$ cat src/hw/serial_ctrl_pkg.sv
// Constants, types and register map of the serial controller common registers.
// Assumes two controller instances share one Wishbone register window.
package serial_ctrl_pkg;

  // ----------------------------------------
  // Register byte addresses
  // ----------------------------------------
  localparam logic [15:0] A_PEND1 = 16'ha808;
  localparam logic [15:0] A_PEND2 = 16'ha80c;
  localparam logic [15:0] A_EN1 = 16'ha848;
  localparam logic [15:0] A_EN2 = 16'ha84c;
  localparam logic [15:0] A_TRIG1 = 16'ha854;
  localparam logic [15:0] A_TRIG2 = 16'ha858;
  localparam logic [15:0] A_PORT2 = 16'hc03c;
  localparam logic [15:0] A_MODE2 = 16'hc054;
  localparam logic [15:0] A_LIN2 = 16'hc060;
  localparam logic [15:0] A_EXP2 = 16'hc064;
  localparam logic [15:0] A_PORT1 = 16'hc83c;
  localparam logic [15:0] A_MODE1 = 16'hc854;
  localparam logic [15:0] A_LIN1 = 16'hc860;
  localparam logic [15:0] A_EXP1 = 16'hc864;

  // ----------------------------------------
  // Register kinds and field layout
  // ----------------------------------------
  localparam logic [2:0] K_PEND = 3'h0;
  localparam logic [2:0] K_EN = 3'h1;
  localparam logic [2:0] K_TRIG = 3'h2;
  localparam logic [2:0] K_PORT = 3'h3;
  localparam logic [2:0] K_MODE = 3'h4;
  localparam logic [2:0] K_LIN = 3'h5;
  localparam logic [2:0] K_EXP = 3'h6;

  localparam int FLAG_W = 15;
  localparam int B_PARITY = 14;
  localparam int B_FRAMING = 13;
  localparam int B_TXB = 12;
  localparam int B_RXA = 9;
  localparam int B_NOACK = 8;
  localparam int B_CMD = 7;
  localparam int B_SENT = 6;
  localparam int B_GOT = 5;
  localparam int B_UNDER = 4;
  localparam int B_OVER = 3;
  // Second controller has no parity or framing bits
  localparam logic [14:0] FLAG_MASK2 = 15'h1fff;

  // ----------------------------------------
  // Reset values
  // ----------------------------------------
  localparam logic [14:0] PEND_RST = 15'h0000;
  localparam logic [14:0] EN_RST = 15'h0000;
  localparam logic [2:0] TRIG_RST = 3'h0;
  localparam logic [3:0] RATE_RST = 4'h0;

  typedef enum logic [1:0] {
    MODE_NONE = 2'h0,
    MODE_UART = 2'h1,
    MODE_SPI = 2'h2,
    MODE_I2C = 2'h3
  } mode_t;

  // Per-controller event pulses and status levels from the serial engines.
  // Status vectors: [2] line quiet, [1] tx space, [0] rx data available.
  typedef struct packed {
    logic parity_err;
    logic frame_err;
    logic noack;
    logic cmd_done;
    logic byte_sent;
    logic byte_got;
    logic tx_under;
    logic rx_drop;
    logic [2:0] spi_stat;
    logic [2:0] uart_stat;
    logic dma_a_overflow;
    logic dma_b_overflow;
  } ctl_ev_t;

  // One DMA buffer as seen by the unload comparator
  typedef struct packed {
    logic loaded;
    logic [15:0] start_addr;
    logic [15:0] count;
    logic [15:0] end_addr;
  } dma_buf_t;

endpackage

$ cat src/hw/serial_ctrl_common_regs.sv
// Common register set for two serial controllers: pending flags, enables,
// trigger selection, FIFO data port, mode and bit-rate divider.
// Assumes a classic Wishbone master, external FIFOs and DMA on the same clock.
//
// Design decision made here: register access over Wishbone.
`timescale 1ns/1ps

module serial_ctrl_common_regs #(
  parameter int RATE_CNT_W = 20
) (
  input wire logic mclk,
  input wire logic rst,
  input wire logic ce,
  input wire logic cyc_i,
  input wire logic stb_i,
  input wire logic we_i,
  input wire logic [15:0] adr_i,
  input wire logic [3:0] sel_i,
  input wire logic [31:0] dat_i,
  output logic [31:0] dat_o,
  output logic ack_o,
  input wire logic ref_tick,
  input wire serial_ctrl_pkg::ctl_ev_t [1:0] ev,
  input wire serial_ctrl_pkg::dma_buf_t [3:0] dma_buf1,
  input wire serial_ctrl_pkg::dma_buf_t [3:0] dma_buf2,
  output logic [1:0] tx_push,
  output logic [1:0][7:0] tx_byte,
  output logic [1:0] rx_pop,
  input wire logic [1:0][7:0] rx_byte,
  input wire logic rx_head_parity,
  input wire logic rx_head_frame,
  input wire logic rx_empty,
  output logic uart_parity_q,
  output logic uart_frame_q,
  output logic [1:0] rx_ovr_stat,
  output logic [1:0][1:0] mode,
  output logic [1:0] rate_tick,
  output logic [1:0] irq
);

  // Largest divisor is 16 * 2^15, which needs 20 bits
  if (RATE_CNT_W < 20) begin : g_bad_width
    $error("RATE_CNT_W must be at least 20");
  end

  // ----------------------------------------
  // Helpers
  // ----------------------------------------
  typedef struct packed {
    logic hit;
    logic ctl;
    logic [2:0] kind;
  } reg_sel_t;

  function automatic reg_sel_t decode(input logic [15:0] a);
    reg_sel_t r;
    r = '{hit: 1'b1, ctl: 1'b0, kind: serial_ctrl_pkg::K_PEND};
    case (a)
      serial_ctrl_pkg::A_PEND1: r.kind = serial_ctrl_pkg::K_PEND;
      serial_ctrl_pkg::A_PEND2: r = '{1'b1, 1'b1, serial_ctrl_pkg::K_PEND};
      serial_ctrl_pkg::A_EN1: r.kind = serial_ctrl_pkg::K_EN;
      serial_ctrl_pkg::A_EN2: r = '{1'b1, 1'b1, serial_ctrl_pkg::K_EN};
      serial_ctrl_pkg::A_TRIG1: r.kind = serial_ctrl_pkg::K_TRIG;
      serial_ctrl_pkg::A_TRIG2: r = '{1'b1, 1'b1, serial_ctrl_pkg::K_TRIG};
      serial_ctrl_pkg::A_PORT1: r.kind = serial_ctrl_pkg::K_PORT;
      serial_ctrl_pkg::A_PORT2: r = '{1'b1, 1'b1, serial_ctrl_pkg::K_PORT};
      serial_ctrl_pkg::A_MODE1: r.kind = serial_ctrl_pkg::K_MODE;
      serial_ctrl_pkg::A_MODE2: r = '{1'b1, 1'b1, serial_ctrl_pkg::K_MODE};
      serial_ctrl_pkg::A_LIN1: r.kind = serial_ctrl_pkg::K_LIN;
      serial_ctrl_pkg::A_LIN2: r = '{1'b1, 1'b1, serial_ctrl_pkg::K_LIN};
      serial_ctrl_pkg::A_EXP1: r.kind = serial_ctrl_pkg::K_EXP;
      serial_ctrl_pkg::A_EXP2: r = '{1'b1, 1'b1, serial_ctrl_pkg::K_EXP};
      default: r.hit = 1'b0;
    endcase
    return r;
  endfunction

  function automatic logic [31:0] lane_mask(input logic [3:0] s);
    return {{8{s[3]}}, {8{s[2]}}, {8{s[1]}}, {8{s[0]}}};
  endfunction

  function automatic logic unloaded(input serial_ctrl_pkg::dma_buf_t b);
    return b.loaded &&
      (({1'b0, b.start_addr} + {1'b0, b.count}) > {1'b0, b.end_addr});
  endfunction

  // ----------------------------------------
  // Bus slave
  // ----------------------------------------
  typedef enum logic [1:0] {
    BUS_IDLE = 2'b01,
    BUS_ACK = 2'b10
  } bus_state_t;

  bus_state_t bus_q, bus_d;
  logic [31:0] dat_q, dat_d;
  reg_sel_t rs;
  logic wr_go, rd_go;
  logic [31:0] wmask;

  logic [1:0][14:0] pend_q, pend_d, en_q, en_d;
  logic [1:0][2:0] trig_q, trig_d, lvl_prev_q, lvl_prev_d;
  logic [1:0][1:0] mode_q, mode_d;
  logic [1:0][3:0] lin_q, lin_d, exp_q, exp_d;
  logic [1:0] ovr_q, ovr_d, ovr_prev_q, ovr_prev_d;
  logic [1:0][3:0] unl_prev_q, unl_prev_d;
  logic [1:0][7:0] txb_q, txb_d;
  logic [1:0] push_q, push_d;
  logic pe_q, pe_d, fe_q, fe_d, reload_q, reload_d;
  logic [1:0][RATE_CNT_W-1:0] cnt_q, cnt_d;
  logic [1:0] tick_q, tick_d;

  assign rs = decode(adr_i);
  // Gated by ce: a frozen cycle must not show ack while the write cannot land
  assign ack_o = (bus_q == BUS_ACK) && ce;
  assign dat_o = dat_q;
  // Side effects land on the edge where the master samples ack
  assign wr_go = ack_o && we_i && rs.hit;
  assign rd_go = ack_o && !we_i && rs.hit;
  assign wmask = lane_mask(sel_i);

  always_comb begin
    bus_d = bus_q;
    dat_d = dat_q;
    case (bus_q)
      BUS_IDLE: begin
        if (cyc_i && stb_i) begin
          bus_d = BUS_ACK;
          // Unmapped addresses still answer, reading zero
          dat_d = 32'h0000_0000;
          case (rs.kind)
            serial_ctrl_pkg::K_PEND: dat_d[14:0] = pend_q[rs.ctl];
            serial_ctrl_pkg::K_EN: dat_d[14:0] = en_q[rs.ctl];
            serial_ctrl_pkg::K_TRIG: dat_d[2:0] = trig_q[rs.ctl];
            serial_ctrl_pkg::K_PORT: dat_d[7:0] = rx_byte[rs.ctl];
            serial_ctrl_pkg::K_MODE: dat_d[1:0] = mode_q[rs.ctl];
            serial_ctrl_pkg::K_LIN: dat_d[3:0] = lin_q[rs.ctl];
            serial_ctrl_pkg::K_EXP: dat_d[3:0] = exp_q[rs.ctl];
            default: dat_d = 32'h0000_0000;
          endcase
          if (!rs.hit) begin
            dat_d = 32'h0000_0000;
          end
        end
      end
      BUS_ACK: bus_d = BUS_IDLE;
      default: bus_d = BUS_IDLE;
    endcase
  end

  // ----------------------------------------
  // Register file and event capture
  // ----------------------------------------
  logic [1:0][2:0] lvl;
  logic [1:0][3:0] unl_now;
  logic [1:0] ovr_src;
  logic [1:0][14:0] set;
  logic [1:0][14:0] keep;

  always_comb begin
    pend_d = pend_q;
    en_d = en_q;
    trig_d = trig_q;
    mode_d = mode_q;
    lin_d = lin_q;
    exp_d = exp_q;
    ovr_d = ovr_q;
    txb_d = txb_q;
    push_d = 2'b00;
    lvl = '0;
    unl_now = '0;
    ovr_src = '0;
    set = '0;
    keep = '1;
    for (int c = 0; c < 2; c++) begin
      // status from whichever of UART or SPI is active
      case (mode_q[c])
        serial_ctrl_pkg::MODE_UART: lvl[c] = ev[c].uart_stat;
        serial_ctrl_pkg::MODE_SPI: lvl[c] = ev[c].spi_stat;
        default: lvl[c] = 3'h0;
      endcase
      for (int b = 0; b < 4; b++) begin
        unl_now[c][b] = unloaded(c == 0 ? dma_buf1[b] : dma_buf2[b]);
      end
      ovr_src[c] = ovr_q[c] | ev[c].dma_a_overflow | ev[c].dma_b_overflow;

      set[c][serial_ctrl_pkg::B_PARITY] = ev[c].parity_err;
      set[c][serial_ctrl_pkg::B_FRAMING] = ev[c].frame_err;
      set[c][serial_ctrl_pkg::B_TXB:serial_ctrl_pkg::B_RXA] =
        unl_now[c] & ~unl_prev_q[c];
      set[c][serial_ctrl_pkg::B_NOACK] = ev[c].noack;
      set[c][serial_ctrl_pkg::B_CMD] = ev[c].cmd_done;
      set[c][serial_ctrl_pkg::B_SENT] = ev[c].byte_sent;
      set[c][serial_ctrl_pkg::B_GOT] = ev[c].byte_got;
      set[c][serial_ctrl_pkg::B_UNDER] = ev[c].tx_under;
      // overrun flag on rising overrun status
      set[c][serial_ctrl_pkg::B_OVER] = ovr_src[c] & ~ovr_prev_q[c];
      // edge or level capture of quiet, tx space, rx avail
      set[c][2:0] = lvl[c] & (trig_q[c] | ~lvl_prev_q[c]);

      if (wr_go && rs.ctl == c[0]) begin
        case (rs.kind)
          // writing zero clears a pending bit
          serial_ctrl_pkg::K_PEND: keep[c] = dat_i[14:0] | ~wmask[14:0];
          serial_ctrl_pkg::K_EN:
            en_d[c] = (en_q[c] & ~wmask[14:0]) | (dat_i[14:0] & wmask[14:0]);
          serial_ctrl_pkg::K_TRIG: if (sel_i[0]) trig_d[c] = dat_i[2:0];
          serial_ctrl_pkg::K_PORT: begin
            if (sel_i[0]) begin
              txb_d[c] = dat_i[7:0];
              push_d[c] = 1'b1;
            end
          end
          serial_ctrl_pkg::K_MODE: begin
            // UART refused on the second controller, falls to none
            if (sel_i[0]) begin
              mode_d[c] = dat_i[1:0];
              if (c == 1 && dat_i[1:0] == serial_ctrl_pkg::MODE_UART) begin
                mode_d[c] = serial_ctrl_pkg::MODE_NONE;
              end
            end
          end
          serial_ctrl_pkg::K_LIN: if (sel_i[0]) lin_d[c] = dat_i[3:0];
          serial_ctrl_pkg::K_EXP: if (sel_i[0]) exp_d[c] = dat_i[3:0];
          default: ;
        endcase
      end
      // Set wins over a same-cycle clear
      pend_d[c] = (pend_q[c] & keep[c]) | set[c];
      // data port read clears overrun status; a new drop still wins
      if (rd_go && rs.ctl == c[0] && rs.kind == serial_ctrl_pkg::K_PORT) begin
        ovr_d[c] = 1'b0;
      end
      if (ev[c].rx_drop) begin
        ovr_d[c] = 1'b1;
      end
    end
    // second controller has no parity or framing bits
    pend_d[1] = pend_d[1] & serial_ctrl_pkg::FLAG_MASK2;
    en_d[1] = en_d[1] & serial_ctrl_pkg::FLAG_MASK2;
  end

  assign lvl_prev_d = lvl;
  assign unl_prev_d = unl_now;
  assign ovr_prev_d = ovr_src;

  // pop is a combinational handshake on the acking edge
  always_comb begin
    rx_pop = 2'b00;
    if (rd_go && rs.kind == serial_ctrl_pkg::K_PORT) begin
      rx_pop[rs.ctl] = 1'b1;
    end
  end

  // ----------------------------------------
  // UART error status of the queue head
  // ----------------------------------------
  // The FIFO head moves one cycle after the pop, so reload a cycle later.
  always_comb begin
    pe_d = pe_q;
    fe_d = fe_q;
    reload_d = rx_pop[0];
    // load next byte status, clear when queue empty
    if (mode_q[0] == serial_ctrl_pkg::MODE_UART) begin
      if (rx_empty) begin
        pe_d = 1'b0;
        fe_d = 1'b0;
      end else if (reload_q) begin
        pe_d = rx_head_parity;
        fe_d = rx_head_frame;
      end
    end
  end

  // ----------------------------------------
  // Bit-rate divider
  // ----------------------------------------
  logic [1:0][RATE_CNT_W-1:0] limit;

  always_comb begin
    cnt_d = cnt_q;
    tick_d = 2'b00;
    for (int c = 0; c < 2; c++) begin
      // divisor (linear + 1) * 2^exponent in reference ticks
      limit[c] = RATE_CNT_W'({1'b0, lin_q[c]} + 5'h01) << exp_q[c];
      if (mode_q[c] == serial_ctrl_pkg::MODE_NONE) begin
        cnt_d[c] = '0;
      end else if (ref_tick) begin
        if (cnt_q[c] >= limit[c] - RATE_CNT_W'(1)) begin
          cnt_d[c] = '0;
          tick_d[c] = 1'b1;
        end else begin
          cnt_d[c] = cnt_q[c] + RATE_CNT_W'(1);
        end
      end
    end
  end

  // ----------------------------------------
  // State registers
  // ----------------------------------------
  always_ff @(posedge mclk) begin
    if (rst) begin
      bus_q <= BUS_IDLE;
      dat_q <= 32'h0000_0000;
      pend_q <= {2{serial_ctrl_pkg::PEND_RST}};
      en_q <= {2{serial_ctrl_pkg::EN_RST}};
      trig_q <= {2{serial_ctrl_pkg::TRIG_RST}};
      mode_q <= {2{serial_ctrl_pkg::MODE_NONE}};
      lin_q <= {2{serial_ctrl_pkg::RATE_RST}};
      exp_q <= {2{serial_ctrl_pkg::RATE_RST}};
      lvl_prev_q <= '0;
      unl_prev_q <= '0;
      ovr_q <= 2'b00;
      ovr_prev_q <= 2'b00;
      txb_q <= '0;
      push_q <= 2'b00;
      pe_q <= 1'b0;
      fe_q <= 1'b0;
      reload_q <= 1'b0;
      cnt_q <= '0;
      tick_q <= 2'b00;
    end else if (ce) begin
      bus_q <= bus_d;
      dat_q <= dat_d;
      pend_q <= pend_d;
      en_q <= en_d;
      trig_q <= trig_d;
      mode_q <= mode_d;
      lin_q <= lin_d;
      exp_q <= exp_d;
      lvl_prev_q <= lvl_prev_d;
      unl_prev_q <= unl_prev_d;
      ovr_q <= ovr_d;
      ovr_prev_q <= ovr_prev_d;
      txb_q <= txb_d;
      push_q <= push_d;
      pe_q <= pe_d;
      fe_q <= fe_d;
      reload_q <= reload_d;
      cnt_q <= cnt_d;
      tick_q <= tick_d;
    end
  end

  // ----------------------------------------
  // Outputs
  // ----------------------------------------
  assign tx_push = push_q & {2{ce}};
  assign tx_byte = txb_q;
  assign uart_parity_q = pe_q;
  assign uart_frame_q = fe_q;
  assign rx_ovr_stat = ovr_q;
  assign mode = mode_q;
  assign rate_tick = tick_q & {2{ce}};

  assign irq[0] = |(pend_q[0] & en_q[0]);
  assign irq[1] = |(pend_q[1] & en_q[1]);

endmodule

$ cat config.mk
export PLATFORM = sky130hd
export DESIGN_NAME = serial_ctrl_common_regs
export DESIGN_NICKNAME = d
export VERILOG_FILES = /design/src/hw/serial_ctrl_pkg.sv /design/src/hw/serial_ctrl_common_regs.sv
export SDC_FILE = /design/constraint.sdc
export NUM_CORES = 1
export LEC_CHECK = 0
export ABC_AREA = 1
export ABC_CLOCK_PERIOD_IN_PS = 5600
export BUFFER_PORTS_ARGS = -buffer_cell sky130_fd_sc_hd__buf_2
export CORE_AREA = 4 4 220 222
export DETAILED_ROUTE_END_ITERATION = 7
export DIE_AREA = 0 0 224 226
export HOLD_SLACK_MARGIN = 0.12
export PLACE_DENSITY = 0.72
export SETUP_SLACK_MARGIN = 0.05
export SKIP_LAST_GASP = 1
export SYNTH_ARGS = -nofsm -noshare
export SYNTH_HDL_FRONTEND = slang
export SYNTH_SLANG_ARGS = --single-unit
export TNS_END_PERCENT = 50
$ cat constraint.sdc
create_clock -name mclk -period 5.6 [get_ports mclk]
set_clock_uncertainty 0.05 [all_clocks]
set_input_delay 0.28 -clock mclk [delete_from_list [all_inputs] [get_ports mclk]]
set_output_delay 0.28 -clock mclk [all_outputs]
set_load 0.005 [all_outputs]
==> results summary, run 1 <==
The unique cell type count in the Yosys netlist is 60. The fmax came out at 234.8 MHz. The beginning of the worst register-to-register path is lin_q[0]. For this run, the leading register cell type out of synthesis is dfxtp_1. The layout overhead on the synthesized area is 18.78%. The kind of critical path is flip-flop to flip-flop. The total met2 wirelength after detailed routing came out at 34.40 mm. The post-synthesis sequential element count is 180. Setup repair after global routing left no endpoint under its margin. Setup violations remaining at the end of the flow were counted as 0.

TritonCTS built the clock tree. For this run, design rule violations remaining after detail routing come to 0. The highest metal layer carrying signal wires in the routed design is met5. The first-pass iteration count of the detailed router came out at 5.

The most common cell in the synthesized netlist is nand2_1. The initial antenna violation count came to 11. The number of buffers and inverters on the critical path came out at 6. In this design, the largest share of critical-path delay is due to simple AND/OR/NAND/NOR gates. The maximum root-to-sink buffer count is 2.

The number of DRC violations after detailed-routing iteration 0 is 1466. Synthesis produced 3463 cells. The met3 routed wirelength is 4.343 mm. Dividing the final minimum period by the clock period gives 76.06%.

The dominant cell type by area after synthesis is ha_1. Entering global routing, the biggest net connects 104 pins. The CTS clock-pin slew for the worst setup and hold paths came out at 0.08 ns. Cells fill 55.73% of the core in the end. Across every metal layer, demand over resource in global routing totals 27.33%.

The critical path's most frequent cell is nand2_1. The final layout contains 4800 nets. The power after layout came out at 4.186 mW. The min-delay analysis places its worst path in the category input pin to flip-flop. The endpoint arrival time on the critical path came out at 4.58 ns.

The number of H-tree levels came out at 4. The max-cap violation count is 0. The share of synthesized registers carrying an async set or reset is 0%. Power spread over the standard cell area amounts to 162.0 nW/µm². The Yosys step of the flow raised 0 warnings. The routed design could run at a clock period as short as 4.259 ns.

The post-synth design cell area is 21750 µm². The final-report max-slew violation count was 0. After floorplanning, the core was divided into 79 placement rows. The run finished with clean final reports. The horizontal die dimension came out at 224 µm. The pin slew with the least headroom to its limit is 1.130 ns. The y dimension of the die is 226 µm. The global-route wire length before repair came out at 114.1 mm.

The final-report hold violation count was 0. The detailed router placed 24200 vias in this run. The insertion delay to the later sink of the worst-skew pair came out at 0.45 ns. The sum of routed wire length over all layers is 72.57 mm.

IR analysis of the VDD net gives a maximum drop of 0.2109 mV. The total die area is 50620 µm². The tree is rooted in a clkbuf_16. The critical path starts at lin_q[0].

In this run the worst path has a maximum fanout of 9. STA classifies the critical path startpoint as a flip-flop. The number of global-route vias before repair came to 22700.

The commonest cells after synthesis are nand2_1 (885), inv_1 (472), a21oi_1 (326). Sorting the synthesized cells by area gives the leading types as ha_1 (18%), dfxtp_1 (17%), nand2_1 (15%). The top cell type's share of synthesized area is 17.72%. The count of cells in the finished layout, fillers not included, comes to 4610. The number of synthesized flops with an enable pin is 0. The effective utilization at floorplan is 46.92%.

The fraction of layout cells with a size suffix above 1 is 16.20%. After detailed routing, the wire length on met1 is 31.89 mm. Detailed placement finished with a half-perimeter wire length of 59.84 mm. After synthesis, flip-flops and latches occupy 16.57% of the total area. The count of antenna-violating nets left after detailed routing came out at 0. The area of the core is 46360 µm².

The number of buffers created by CTS is 17. The critical path data required time is 5.92 ns. The startpoint of the lowest-slack hold path is dat_i[3].

The setup TNS is 0 ns. The detail-routed net length per standard cell is 15.74 µm. The number of placed I/O pins came out at 567. The leakage power is 13.79 nW. The average size of a mapped cell is 6.281 µm².

The largest stage delay on the critical path came out at 0.46 ns. The kind of end point of the critical path is a flip-flop. The placed cell count is 4531. The weighted congestion at the end of routability-driven global placement came out at 0.9737. The number of sinks on the clock net came out at 180.

Summed over all layers, the global routing overflow is 0. Headroom to the max-slew limit came out at 24.69%. The number of buffers inserted by port buffering is 528. The largest individual stage delay along the critical path comes from the cell dfxtp_1. The ratio of routed vias to standard cells came out at 5.249.
[metal layers]
layer / vias up / global-route usage, %
met5: - / 0
met4: 4 / 7.437
met3: 111 / 3.978
met2: 726 / 47.61
met1: 10800 / 35.43
li1: 12560 / -
[power by group]
group / switching [mW] / total (mW) / internal (mW) / leakage [nW]
logic: 0.935 / 1.63 / 0.691 / 12.0
clock network: 0.637 / 1.25 / 0.611 / 0.285
registers: 0.0130 / 1.31 / 1.30 / 1.46
[final cells by class]
cell class              instances  area (µm²)
fillers                      4823       20520
multi-input cells            2721       15930
flip-flops and latches        180        3603
repair buffers                576        3103
inverters                     486        1824
well taps                     607       759.5
clock buffers                  18       439.2
clock inverters                14       156.4
diodes                          8       20.02
[cell families after synthesis]
kind of cell | Yosys count | share of synthesized area [%]
adders and majority gates | 316 | 18.45
and+or+nand+nor | 1671 | 33.84
other | 1 | 0.01724
AOI/OAI and AO/OA | 567 | 14.61
xor gates and xnor gates | 150 | 6.040
buffers and inverters | 578 | 10.47
DFF | 180 | 16.57
[worst register-to-register path: cells and delay by family, from the launching register on]
| kind | cells | cell delay, ns |
|---|---|---|
| AOI/OAI and AO/OA | 4 | 0.62 |
| adders and majority gates | 3 | 0.71 |
| buffers and inverters | 6 | 0.73 |
| DFF | 1 | 0.46 |
| and+or+nand+nor | 15 | 1.62 |
[cell usage in the layout, fill, tap and decap left out, drive strengths merged, types with 4 or more instances in the layout]
master,count
a22o,7
clkbuf,18
o21ai,118
o31ai,9
a21o,10
a21boi,7
dfxtp,180
nand3b,7
xnor2,47
a31oi,16
nand4,119
nor4,13
o21bai,7
o22ai,5
o2111ai,10
or2,17
nor3,49
a21oi,327
a31o,4
fa,8
nor2,283
o211ai,16
nand2,889
nand3,276
clkinv,9
a22oi,16
nor3b,8
and3,8
a211oi,11
dlygate4sd3,39
diode,8
buf,537
ha,308
inv,489
xor2,103
conb,17
[final timing paths]
kind / endpoint / slack (ns) / depth (start not counted)
setup / recovery: cnt_q[15] / 1.34 / 28
hold reg to reg: tx_byte[13] / 0.41 / 2
setup reg to reg: cnt_q[15] / 1.34 / 28
hold / removal: tx_byte[3] / 0.17 / 3
[per-stage QoR]
stage	setup slack [ns]	instance area, µm²	hold slack, ns
after global placement	1.478	24830	0.3970
after floorplan	1.975	21810	0.3649
after CTS	1.386	25810	0.1629
after detailed placement	1.398	24830	0.4043
after global routing	0.8481	25830	0.1570
final	1.341	25830	0.1702
[timing repair]
action,4_1_cts,5_1_grt
hold buffers,39,0
setup endpoints to repair,0,0
hold endpoints to repair,46,0
buffers inserted,0,0
gates resized for setup,0,0
(Power assumes the default switching activity.)
==> inputs of run 2 (changes only) <==
--- a/config.mk
+++ b/config.mk
@@ -5,14 +5,14 @@
 export SDC_FILE = /design/constraint.sdc
 export NUM_CORES = 1
 export LEC_CHECK = 0
-export ABC_AREA = 1
-export ABC_CLOCK_PERIOD_IN_PS = 5600
+export ABC_AREA = 0
+export ABC_CLOCK_PERIOD_IN_PS = 3600
 export BUFFER_PORTS_ARGS = -buffer_cell sky130_fd_sc_hd__buf_2
-export CORE_AREA = 4 4 220 222
+export CORE_AREA = 4 4 219 221
 export DETAILED_ROUTE_END_ITERATION = 7
-export DIE_AREA = 0 0 224 226
+export DIE_AREA = 0 0 223 225
 export HOLD_SLACK_MARGIN = 0.12
-export PLACE_DENSITY = 0.72
+export PLACE_DENSITY = 0.71
 export SETUP_SLACK_MARGIN = 0.05
 export SKIP_LAST_GASP = 1
 export SYNTH_ARGS = -nofsm -noshare
==> constraint.sdc (replaced) <==
create_clock -name mclk -period 3.6 [get_ports mclk]
set_clock_uncertainty 0.05 [all_clocks]
set_input_delay 0.18 -clock mclk [delete_from_list [all_inputs] [get_ports mclk]]
set_output_delay 0.18 -clock mclk [all_outputs]
set_load 0.005 [all_outputs]
==> run 2 against run 1 <==
Compared with the run above:
- the run now ends with setup timing left
- highest routed layer unchanged
- final cell count is 14% lower
- hold slack worse by 0.0078 ns
- combinational power is 53% higher
- area after synthesis is 9.2% lower
- critical path type unchanged
- synthesized cell count is 27% lower
- register-to-register slack worse by 2.0 ns
- clock-buffer cell count stayed put
- fmax is 1.1% lower
- design area is 2.6% higher
==> results summary, run 2 <==
The worst register-to-register path ends at cnt_q[16]. The maximum vdd ir drop is 0.2957 mV (+40%). The pin slew with the least headroom to its limit is 1.163 ns (+0.03304 ns). The startpoint of the lowest-slack hold path is ev[3]. The hold-critical path depth is 4 (+1). The setup path with the least slack is of type flip-flop to flip-flop. In the layout the commonest cells are buf_2 (527), ha_1 (305), buf_4 (273). The number of global-route vias before repair came out at 22580 (-0.57%).

The aggregate global routing overflow came out at 0 (unchanged). The number of synthesized flops with an enable pin came out at 0 (unchanged). The fmax is 232.2 MHz (-1.1%). The number of sinks on the clock net came out at 180 (unchanged). The effective utilization at floorplan is 42.80% (-4.1 points). Ranked by instance count, the synthesized netlist is headed by ha_1 (308), a21oi_1 (210), nand2_1 (202).

The share of synthesized cell area in and, or, nand and nor gates came to 19.76% (-14 points). The post-synth design cell area came out at 19760 µm² (-9.2%). For this run, the leading register cell type out of synthesis is dfxtp_1.

STA classifies the critical path startpoint as a flip-flop. The count of antenna-violating nets left after detailed routing came to 0 (unchanged). The number of buffers inserted by port buffering was 528 (unchanged). STA classifies the critical path endpoint as a flip-flop. The top cell type's share of synthesized area is 19.50% (+1.8 points).

The layout overhead on the synthesized area is 34.18%. The maximum fanout along the worst path was 6 (-3). The post-route clock period utilization was 119.6% (+44 points). The worst-case reg-to-reg path depth is 20 (-29%). The worst register-to-register path begins at lin_q[1]. The final-report max-slew violation count came out at 0 (unchanged).

The fraction of layout cells with a size suffix above 1 came out at 28.91% (+13 points). The combinational family with the most area after synthesis is compound AO/OA/AOI/OAI gates. The post-layout worst setup margin came out at -0.7063 ns (-2.047 ns). The first-pass iteration count of the detailed router came to 5 (unchanged). The run finished, with violations left. The sum of routed wire length over all layers came out at 74.44 mm (+2.6%). The total setup violations reported at the end of the flow is 53 (+53).

The final-stage net count is 4164 (-13%). The tree is rooted in a clkbuf_16. The worst hold path terminates at lvl_prev_q[1].

TritonCTS built the clock tree. The synthesized-area fraction occupied by ao, oa, aoi and oai cells is 25.50% (+11 points). The proportion of synthesized chip area in sequential cells is 18.24% (+1.7 points). The share of synthesized cell area in full adder, half adder and majority cells came out at 20.32% (+1.9 points).

The total global routing track utilization came out at 27.99% (+0.65 points). The global-route wire length before repair came out at 115.5 mm (+1.2%). The insertion delay to the later sink of the worst-skew pair is 0.44 ns (about the same). The worst hold path belongs to the class input pin to flip-flop. The number of buffers created by CTS came out at 17 (unchanged). The share of synthesized registers carrying an async set or reset was 0% (unchanged).

The maximum root-to-sink buffer count is 2 (unchanged). The y dimension of the die is 225 µm (-0.44%). The number of H-tree levels is 4 (unchanged). The final-report hold violation count was 0 (unchanged).

The ratio of routed vias to standard cells was 5.610 (+6.9%). The most common cell after layout, fill and taps aside is buf_2. The initial antenna violation count is 5 (-6).

The parity-gate share of the synthesized area counting xor and xnor cells came out at 6.504% (+0.46 points). The endpoint arrival time on the critical path came out at 4.63 ns (+0.05 ns). The total die area is 50180 µm² (-0.89%). The number of DRC violations after detailed-routing iteration 0 is 1476 (+0.68%). The via count of the routed design is 22270 (-8.0%).

The post-synthesis cell count was 2544 (-27%). The total power density per cell area was 246.4 nW/µm² (+52%). The average size of a mapped cell is 7.766 µm² (+24%). The checks that failed: setup timing. The detail-routed net length per standard cell came to 18.75 µm (+19%). The number of design rule violations left after detail routing came out at 0 (unchanged). The biggest area contributor in the post-synthesis netlist is ha_1.

The final HPWL from detailed placement is 61.98 mm (+3.6%). The number of placed I/O pins came out at 567 (unchanged). The unique cell type count in the Yosys netlist is 96 (+60%).

The critical path data required time is 3.93 ns (-1.99 ns). The post-synthesis sequential element count came out at 180 (unchanged). The max-cap violation count is 0 (unchanged).

The yosys synthesis warning count is 0 (unchanged). Setup repair after global routing could not meet its margin everywhere. The area of the core is 46160 µm² (-0.43%).

The pre-CTS worst setup slack came out at -0.7993 ns (-2.198 ns). The final worst hold slack is 0.1624 ns (-0.007804 ns). The leakage power came out at 12.88 nW (-6.6%). The worst relative slew slack came to 22.20% (-2.5 points). The mux share of post-synthesis cell area came to 3.648% (+3.6 points).

The count of standard-cell rows came out at 79 (unchanged). The most frequent cell after synthesis is ha_1. Sorting the synthesized cells by area gives the leading types as ha_1 (20%), dfxtp_1 (18%), a21oi_1 (5.3%).

The minimum period implied by the final worst setup slack came out at 4.306 ns (+0.04695 ns). The reg2reg setup slack came out at -0.71 ns (-2.05 ns). The weighted congestion at the end of routability-driven global placement is 0.9642 (-0.98%). The CTS clock-pin slew for the worst setup and hold paths is 0.08 ns (about the same). The largest net degree at the start of global routing is 62 (-40%). The horizontal die dimension came out at 223 µm (-0.45%).
-- run 2: cell types whose count changed after synthesis, sizes merged, moves of 72 or more --
| cell | previous run | this run |
|---|---|---|
| nand2 | 889 | 202 |
| inv | 482 | 189 |
| nand3 | 276 | 60 |
| a21oi | 327 | 210 |
| nor2 | 283 | 191 |
| a21o | 10 | 92 |
| nand4 | 119 | 43 |
| mux2i | 0 | 72 |
-- run 2: stage by stage --
stage	cells	cell area, µm²	utilization [%]	power, mW	TNS, ns
final	3970	26510	57.43	6.533	-26.73
after global routing	3969	26510	57.43	6.938	-38.62
after CTS	3953	26360	57.11	6.538	-22.74
after detailed placement	3860	24910	53.95	4.515	-33.04
after global placement	3860	24910	53.95	4.440	-27.27
after floorplan	2560	20080	-	3.629	-14.01
-- run 2: cell type report --
class / instances / area (µm²)
Antenna cell: 4 / 10.01
Clock buffer: 18 / 429.2
Clock inverter: 14 / 183.9
Fill cell: 4251 / 19650
Inverter: 190 / 715.7
Multi-Input combinational cell: 2100 / 15490
Sequential cell: 180 / 3622
Tap cell: 607 / 759.5
Timing Repair Buffer: 857 / 5301
-- run 2: critical path: stages, from the launching register on --
cell       delay (ns)
dfxtp_4          0.36
ha_4             0.18
xnor2_4          0.22
a211oi_2         0.11
a311oi_2         0.42
nand2_1          0.14
o21ai_2          0.19
nand2_1          0.10
nor2_1           0.12
xor2_1           0.18
ha_1             0.27
a21o_1           0.21
a211o_1          0.33
buf_6            0.13
nor2_4           0.07
o211ai_1         0.16
a2111oi_4        0.39
buf_6            0.19
buf_12           0.13
a41oi_2          0.13
a31oi_1          0.16
-- run 2: worst max-delay path by stage --
stage | end | cells past startpoint | slack (ns) | start
finish | cnt_q[16] | 20 | -0.71 | lin_q[1]
global route | cnt_q[16] | 20 | -0.92 | lin_q[1]
CTS | cnt_q[29] | 18 | -0.68 | lin_q[5]
detailed placement | tick_q[1] | 16 | -0.80 | lin_q[4]
global placement | cnt_q[35] | 18 | -0.69 | lin_q[4]
floorplan | cnt_q[25] | 18 | -0.59 | lin_q[5]
-- run 2: kinds of logic (layout without fill, tap and decap cells) --
kind of cell,after synthesis,count (layout)
compound gates,770,770
simple gates,780,780
fa+ha+maj,316,316
buf+inv,280,1079
flops,180,180
mux,72,72
other cells,1,21
xor+xnor,145,145
-- run 2: power by group --
group	internal, mW	leakage [nW]	total (mW)	switching (mW)
Sequential	2.02	1.46	2.05	0.0287
Clock	1.06	0.302	1.99	0.923
Combinational	1.24	11.1	2.50	1.26
Total	4.32	12.9	6.53	2.21
-- run 2: what timing repair did --
item,CTS,global route
resized for setup,60,21
cloned,3,0
buffers inserted,11,16
endpoints found under the setup margin,55,58
pin swaps,48,28
hold endpoints to repair,86,0
hold buffers,49,0
-- run 2: metal layers --
layer | wire (µm) | vias up | global-route usage (%)
met5 | 7 | - | 0
met4 | 2656 | 2 | 9.366
met3 | 4126 | 163 | 3.791
met2 | 36270 | 752 | 50.12
met1 | 31380 | 10480 | 34.70
li1 | - | 10870 | -
==> inputs of run 3 (changes only) <==
--- a/config.mk
+++ b/config.mk
@@ -12,7 +12,7 @@
 export DETAILED_ROUTE_END_ITERATION = 7
 export DIE_AREA = 0 0 223 225
 export HOLD_SLACK_MARGIN = 0.12
-export PLACE_DENSITY = 0.71
+export PLACE_DENSITY = 0.77
 export SETUP_SLACK_MARGIN = 0.05
 export SKIP_LAST_GASP = 1
 export SYNTH_ARGS = -nofsm -noshare
==> run 3 against run 2 <==
Compared with the run above:
- the run still ends with setup timing left
- critical path depth decreased by 2
- fmax increased by 0.68%
- critical path type unchanged
- utilization increased by 0.76 points
- wire length decreased by 2.5%
- hold slack got worse by 0.012 ns
- global-route usage decreased by 1.0 points
- clock power decreased by 5%
- final cell count increased by 1.1%
- largest cell class unchanged
- critical endpoint is now cnt_q[37]
- flip-flop and latch count unchanged
- via count about the same
==> results summary, run 3 (synthesis gave the netlist of run 2 again) <==
The pin slew with the least headroom to its limit came out at 1.135 ns (-0.02774 ns). The endpoint arrival time on the critical path came out at 4.60 ns (-0.03 ns). The most common cell after layout, fill and taps aside is buf_2.

The minimum period implied by the final worst setup slack is 4.277 ns (-0.02925 ns). The maximum root-to-sink buffer count is 2 (unchanged). The initial antenna violation count came out at 21 (+16). The final HPWL from detailed placement is 59.35 mm (-4.2%).

The aggregate global routing overflow came out at 0 (unchanged). The startpoint of the lowest-slack hold path is ev[3]. The largest delay contributor family on the critical path is compound AO/OA/AOI/OAI gates. The number of fillers in the final layout is 4123 (-3.0%). The y dimension of the die came out at 225 µm (unchanged). The horizontal die dimension came to 223 µm (unchanged). The number of DRC violations after detailed-routing iteration 0 came out at 1762 (+19%). The kind of end point of the critical path is a flip-flop.

The total die area is 50180 µm² (unchanged). The number of design rule violations left after detail routing was 0 (unchanged). The final reports fail on setup timing. The post-route clock period utilization is 118.8% (-0.81 points). The post-layout worst setup margin came out at -0.6770 ns (+0.02925 ns). The final-report hold violation count is 0 (unchanged).

The critical path's most frequent cell is buf_4. The detail-routed net length per standard cell came to 18.09 µm (-3.5%). The number of global-route vias before repair came to 21590 (-4.4%). The number of sinks on the clock net was 180 (unchanged). The final worst hold slack came out at 0.1500 ns (-0.01244 ns). From synthesis to final layout, the design area changed by 35.95%. Setup repair after global routing could not meet its margin everywhere.

The maximum fanout along the worst path is 8 (+2). The leakage power came out at 13.05 nW (+1.3%). The final design utilization is 58.19% (+0.76 points). The fraction of layout cells with a size suffix above 1 is 29.80% (+0.89 points). The critical path data required time came out at 3.93 ns (about the same).

The run finished, with violations left. The global-route wire length before repair was 110.3 mm (-4.6%). The via count of the routed design came out at 22250 (-0.099%). The effective utilization at floorplan was 42.80% (unchanged). The maximum vdd ir drop is 0.3028 mV (+2.4%).

The fmax came out at 233.8 MHz (+0.68%). The signal on the critical path passes through ha_4 -> xor2_2 -> o21a_2 -> or3_1 -> o31a_1 -> o21bai_4 -> buf_4 -> nor3_2 -> xnor2_1 -> ha_1 -> a21o_1 -> a211oi_1 -> o21ai_1 -> buf_4 -> a2111oi_4 -> buf_4 -> nand2b_1 -> a31oi_1. The count of antenna-violating nets left after detailed routing is 0 (unchanged).

Leaving out fill and tap cells, the most frequent cells in the layout are buf_2 (527), ha_1 (303), buf_4 (292). In this run the critical register-to-register path is captured at cnt_q[37]. The reg2reg setup slack is -0.68 ns (+0.03 ns). The count of standard-cell rows came to 79 (unchanged). The max-cap violation count came out at 0 (unchanged). The first-pass iteration count of the detailed router is 6 (+1). The total setup violations reported at the end of the flow is 53 (unchanged). The setup TNS came to -25.32 ns (+1.415 ns).

The weighted congestion at the end of routability-driven global placement is 0.9622 (-0.21%). The kind of critical path is flip-flop to flip-flop. The worst relative slew slack came out at 24.06% (+1.9 points). The insertion delay to the later sink of the worst-skew pair is 0.44 ns (about the same). The number of H-tree levels came to 4 (unchanged). The final-report max-slew violation count is 0 (unchanged). The final-stage net count came out at 4194 (+0.72%). The largest net degree at the start of global routing came out at 61 (-1.6%). Tracing the worst setup path back leads to its startpoint at lin_q[5]. In this run the worst hold path is classified as input pin to flip-flop. The number of placed I/O pins is 567 (unchanged). The largest stage delay on the critical path is 0.41 ns (about the same). The beginning of the worst register-to-register path is lin_q[5]. The CTS clock-pin slew for the worst setup and hold paths is 0.07 ns (about the same).

The slowest stage of the critical path belongs to the cell a2111oi_4. The number of buffers and inverters on the critical path came out at 3 (unchanged). The number of buffers inserted by port buffering came out at 528 (unchanged). The number of buffers created by CTS is 17 (unchanged). The worst-case reg-to-reg path depth is 18 (-10%). The placed cell count came out at 3879 (+0.49%). The ratio of routed vias to standard cells was 5.544 (-1.2%). The total power density per cell area is 238.7 nW/µm² (-3.1%).

The clock tree root buffer cell is clkbuf_16. The sum of routed wire length over all layers came out at 72.59 mm (-2.5%). The CTS tree is built. The area of the core is 46160 µm² (unchanged). The non-filler instance count after layout is 4013 (+1.1%). The total global routing track utilization came out at 26.97% (-1.0 points). The end of the worst hold path is lvl_prev_q[1].

The hold-critical path depth came out at 4 (unchanged). STA classifies the critical path startpoint as a flip-flop.
==> run 3: cell count changes in the layout (fill, tap and decap cells not counted), sizes merged <==
cell	previous run	this run
clkbuf	18	20
dlygate4sd3	49	52
bufinv	2	0
buf	808	835
clkinv	5	6
inv	197	196
diode	4	17
==> run 3: layout make-up <==
type	count	area [µm²]	share of cell area [%]
multi-input cells	2100	15560	57.95
inverters	190	715.7	2.664
flip-flops and latches	180	3625	13.49
well taps	607	759.5	2.827
clock inverters	12	111.4	0.4146
repair buffers	887	5564	20.71
clock buffers	20	478.0	1.779
diodes	17	42.54	0.1584
==> run 3: worst max-delay path by stage <==
stage                      to  slack, ns  cells past startpoint
floorplan           cnt_q[25]      -0.59                     18
global placement    cnt_q[39]      -0.68                     18
detailed placement  cnt_q[39]      -0.80                     18
CTS                 cnt_q[39]      -0.66                     18
global route        cnt_q[34]      -0.88                     20
finish              cnt_q[37]      -0.68                     18
==> run 3: power breakdown <==
| part | switching, mW | total, mW | internal [mW] |
|---|---|---|---|
| Combinational | 1.23 | 2.47 | 1.24 |
| Sequential | 0.0310 | 2.05 | 2.02 |
| Clock | 0.899 | 1.89 | 0.989 |
| Total | 2.16 | 6.41 | 4.25 |
==> run 3: per-stage QoR <==
stage	power [mW]	setup slack (ns)	cell area (µm²)
2_1_floorplan	3.629	-0.5877	20080
3_3_place_gp	4.439	-0.6810	25050
3_5_place_dp	4.486	-0.8034	25050
4_1_cts	6.418	-0.6639	26650
5_1_grt	6.819	-0.8807	26860
6_report	6.413	-0.6770	26860
==> run 3: metal layers <==
layer  GRT usage [%]  vias to the layer above  share of wire, %  wire length, µm
met5               0                        -             0.017               12
met4           11.59                        2               4.5             3298
met3           5.471                      187               7.3             5284
met1           33.48                    10230                41            29730
met2           45.60                      866                47            34260
li1                -                    10960                 -                -
==> run 3: what timing repair did <==
item / CTS / global route
resized for setup: 55 / 45
gates cloned: 3 / 0
hold buffers: 52 / 0
pin swaps: 47 / 48
endpoints found under the setup margin: 53 / 56
buffers inserted: 27 / 8
hold endpoints to repair: 94 / 0
==> run 3: worst min-delay path, stage by stage <==
cell	delay (ns)
buf_2	0.08
a22o_1	0.11
nand3_1	0.11
a21oi_1	0.14
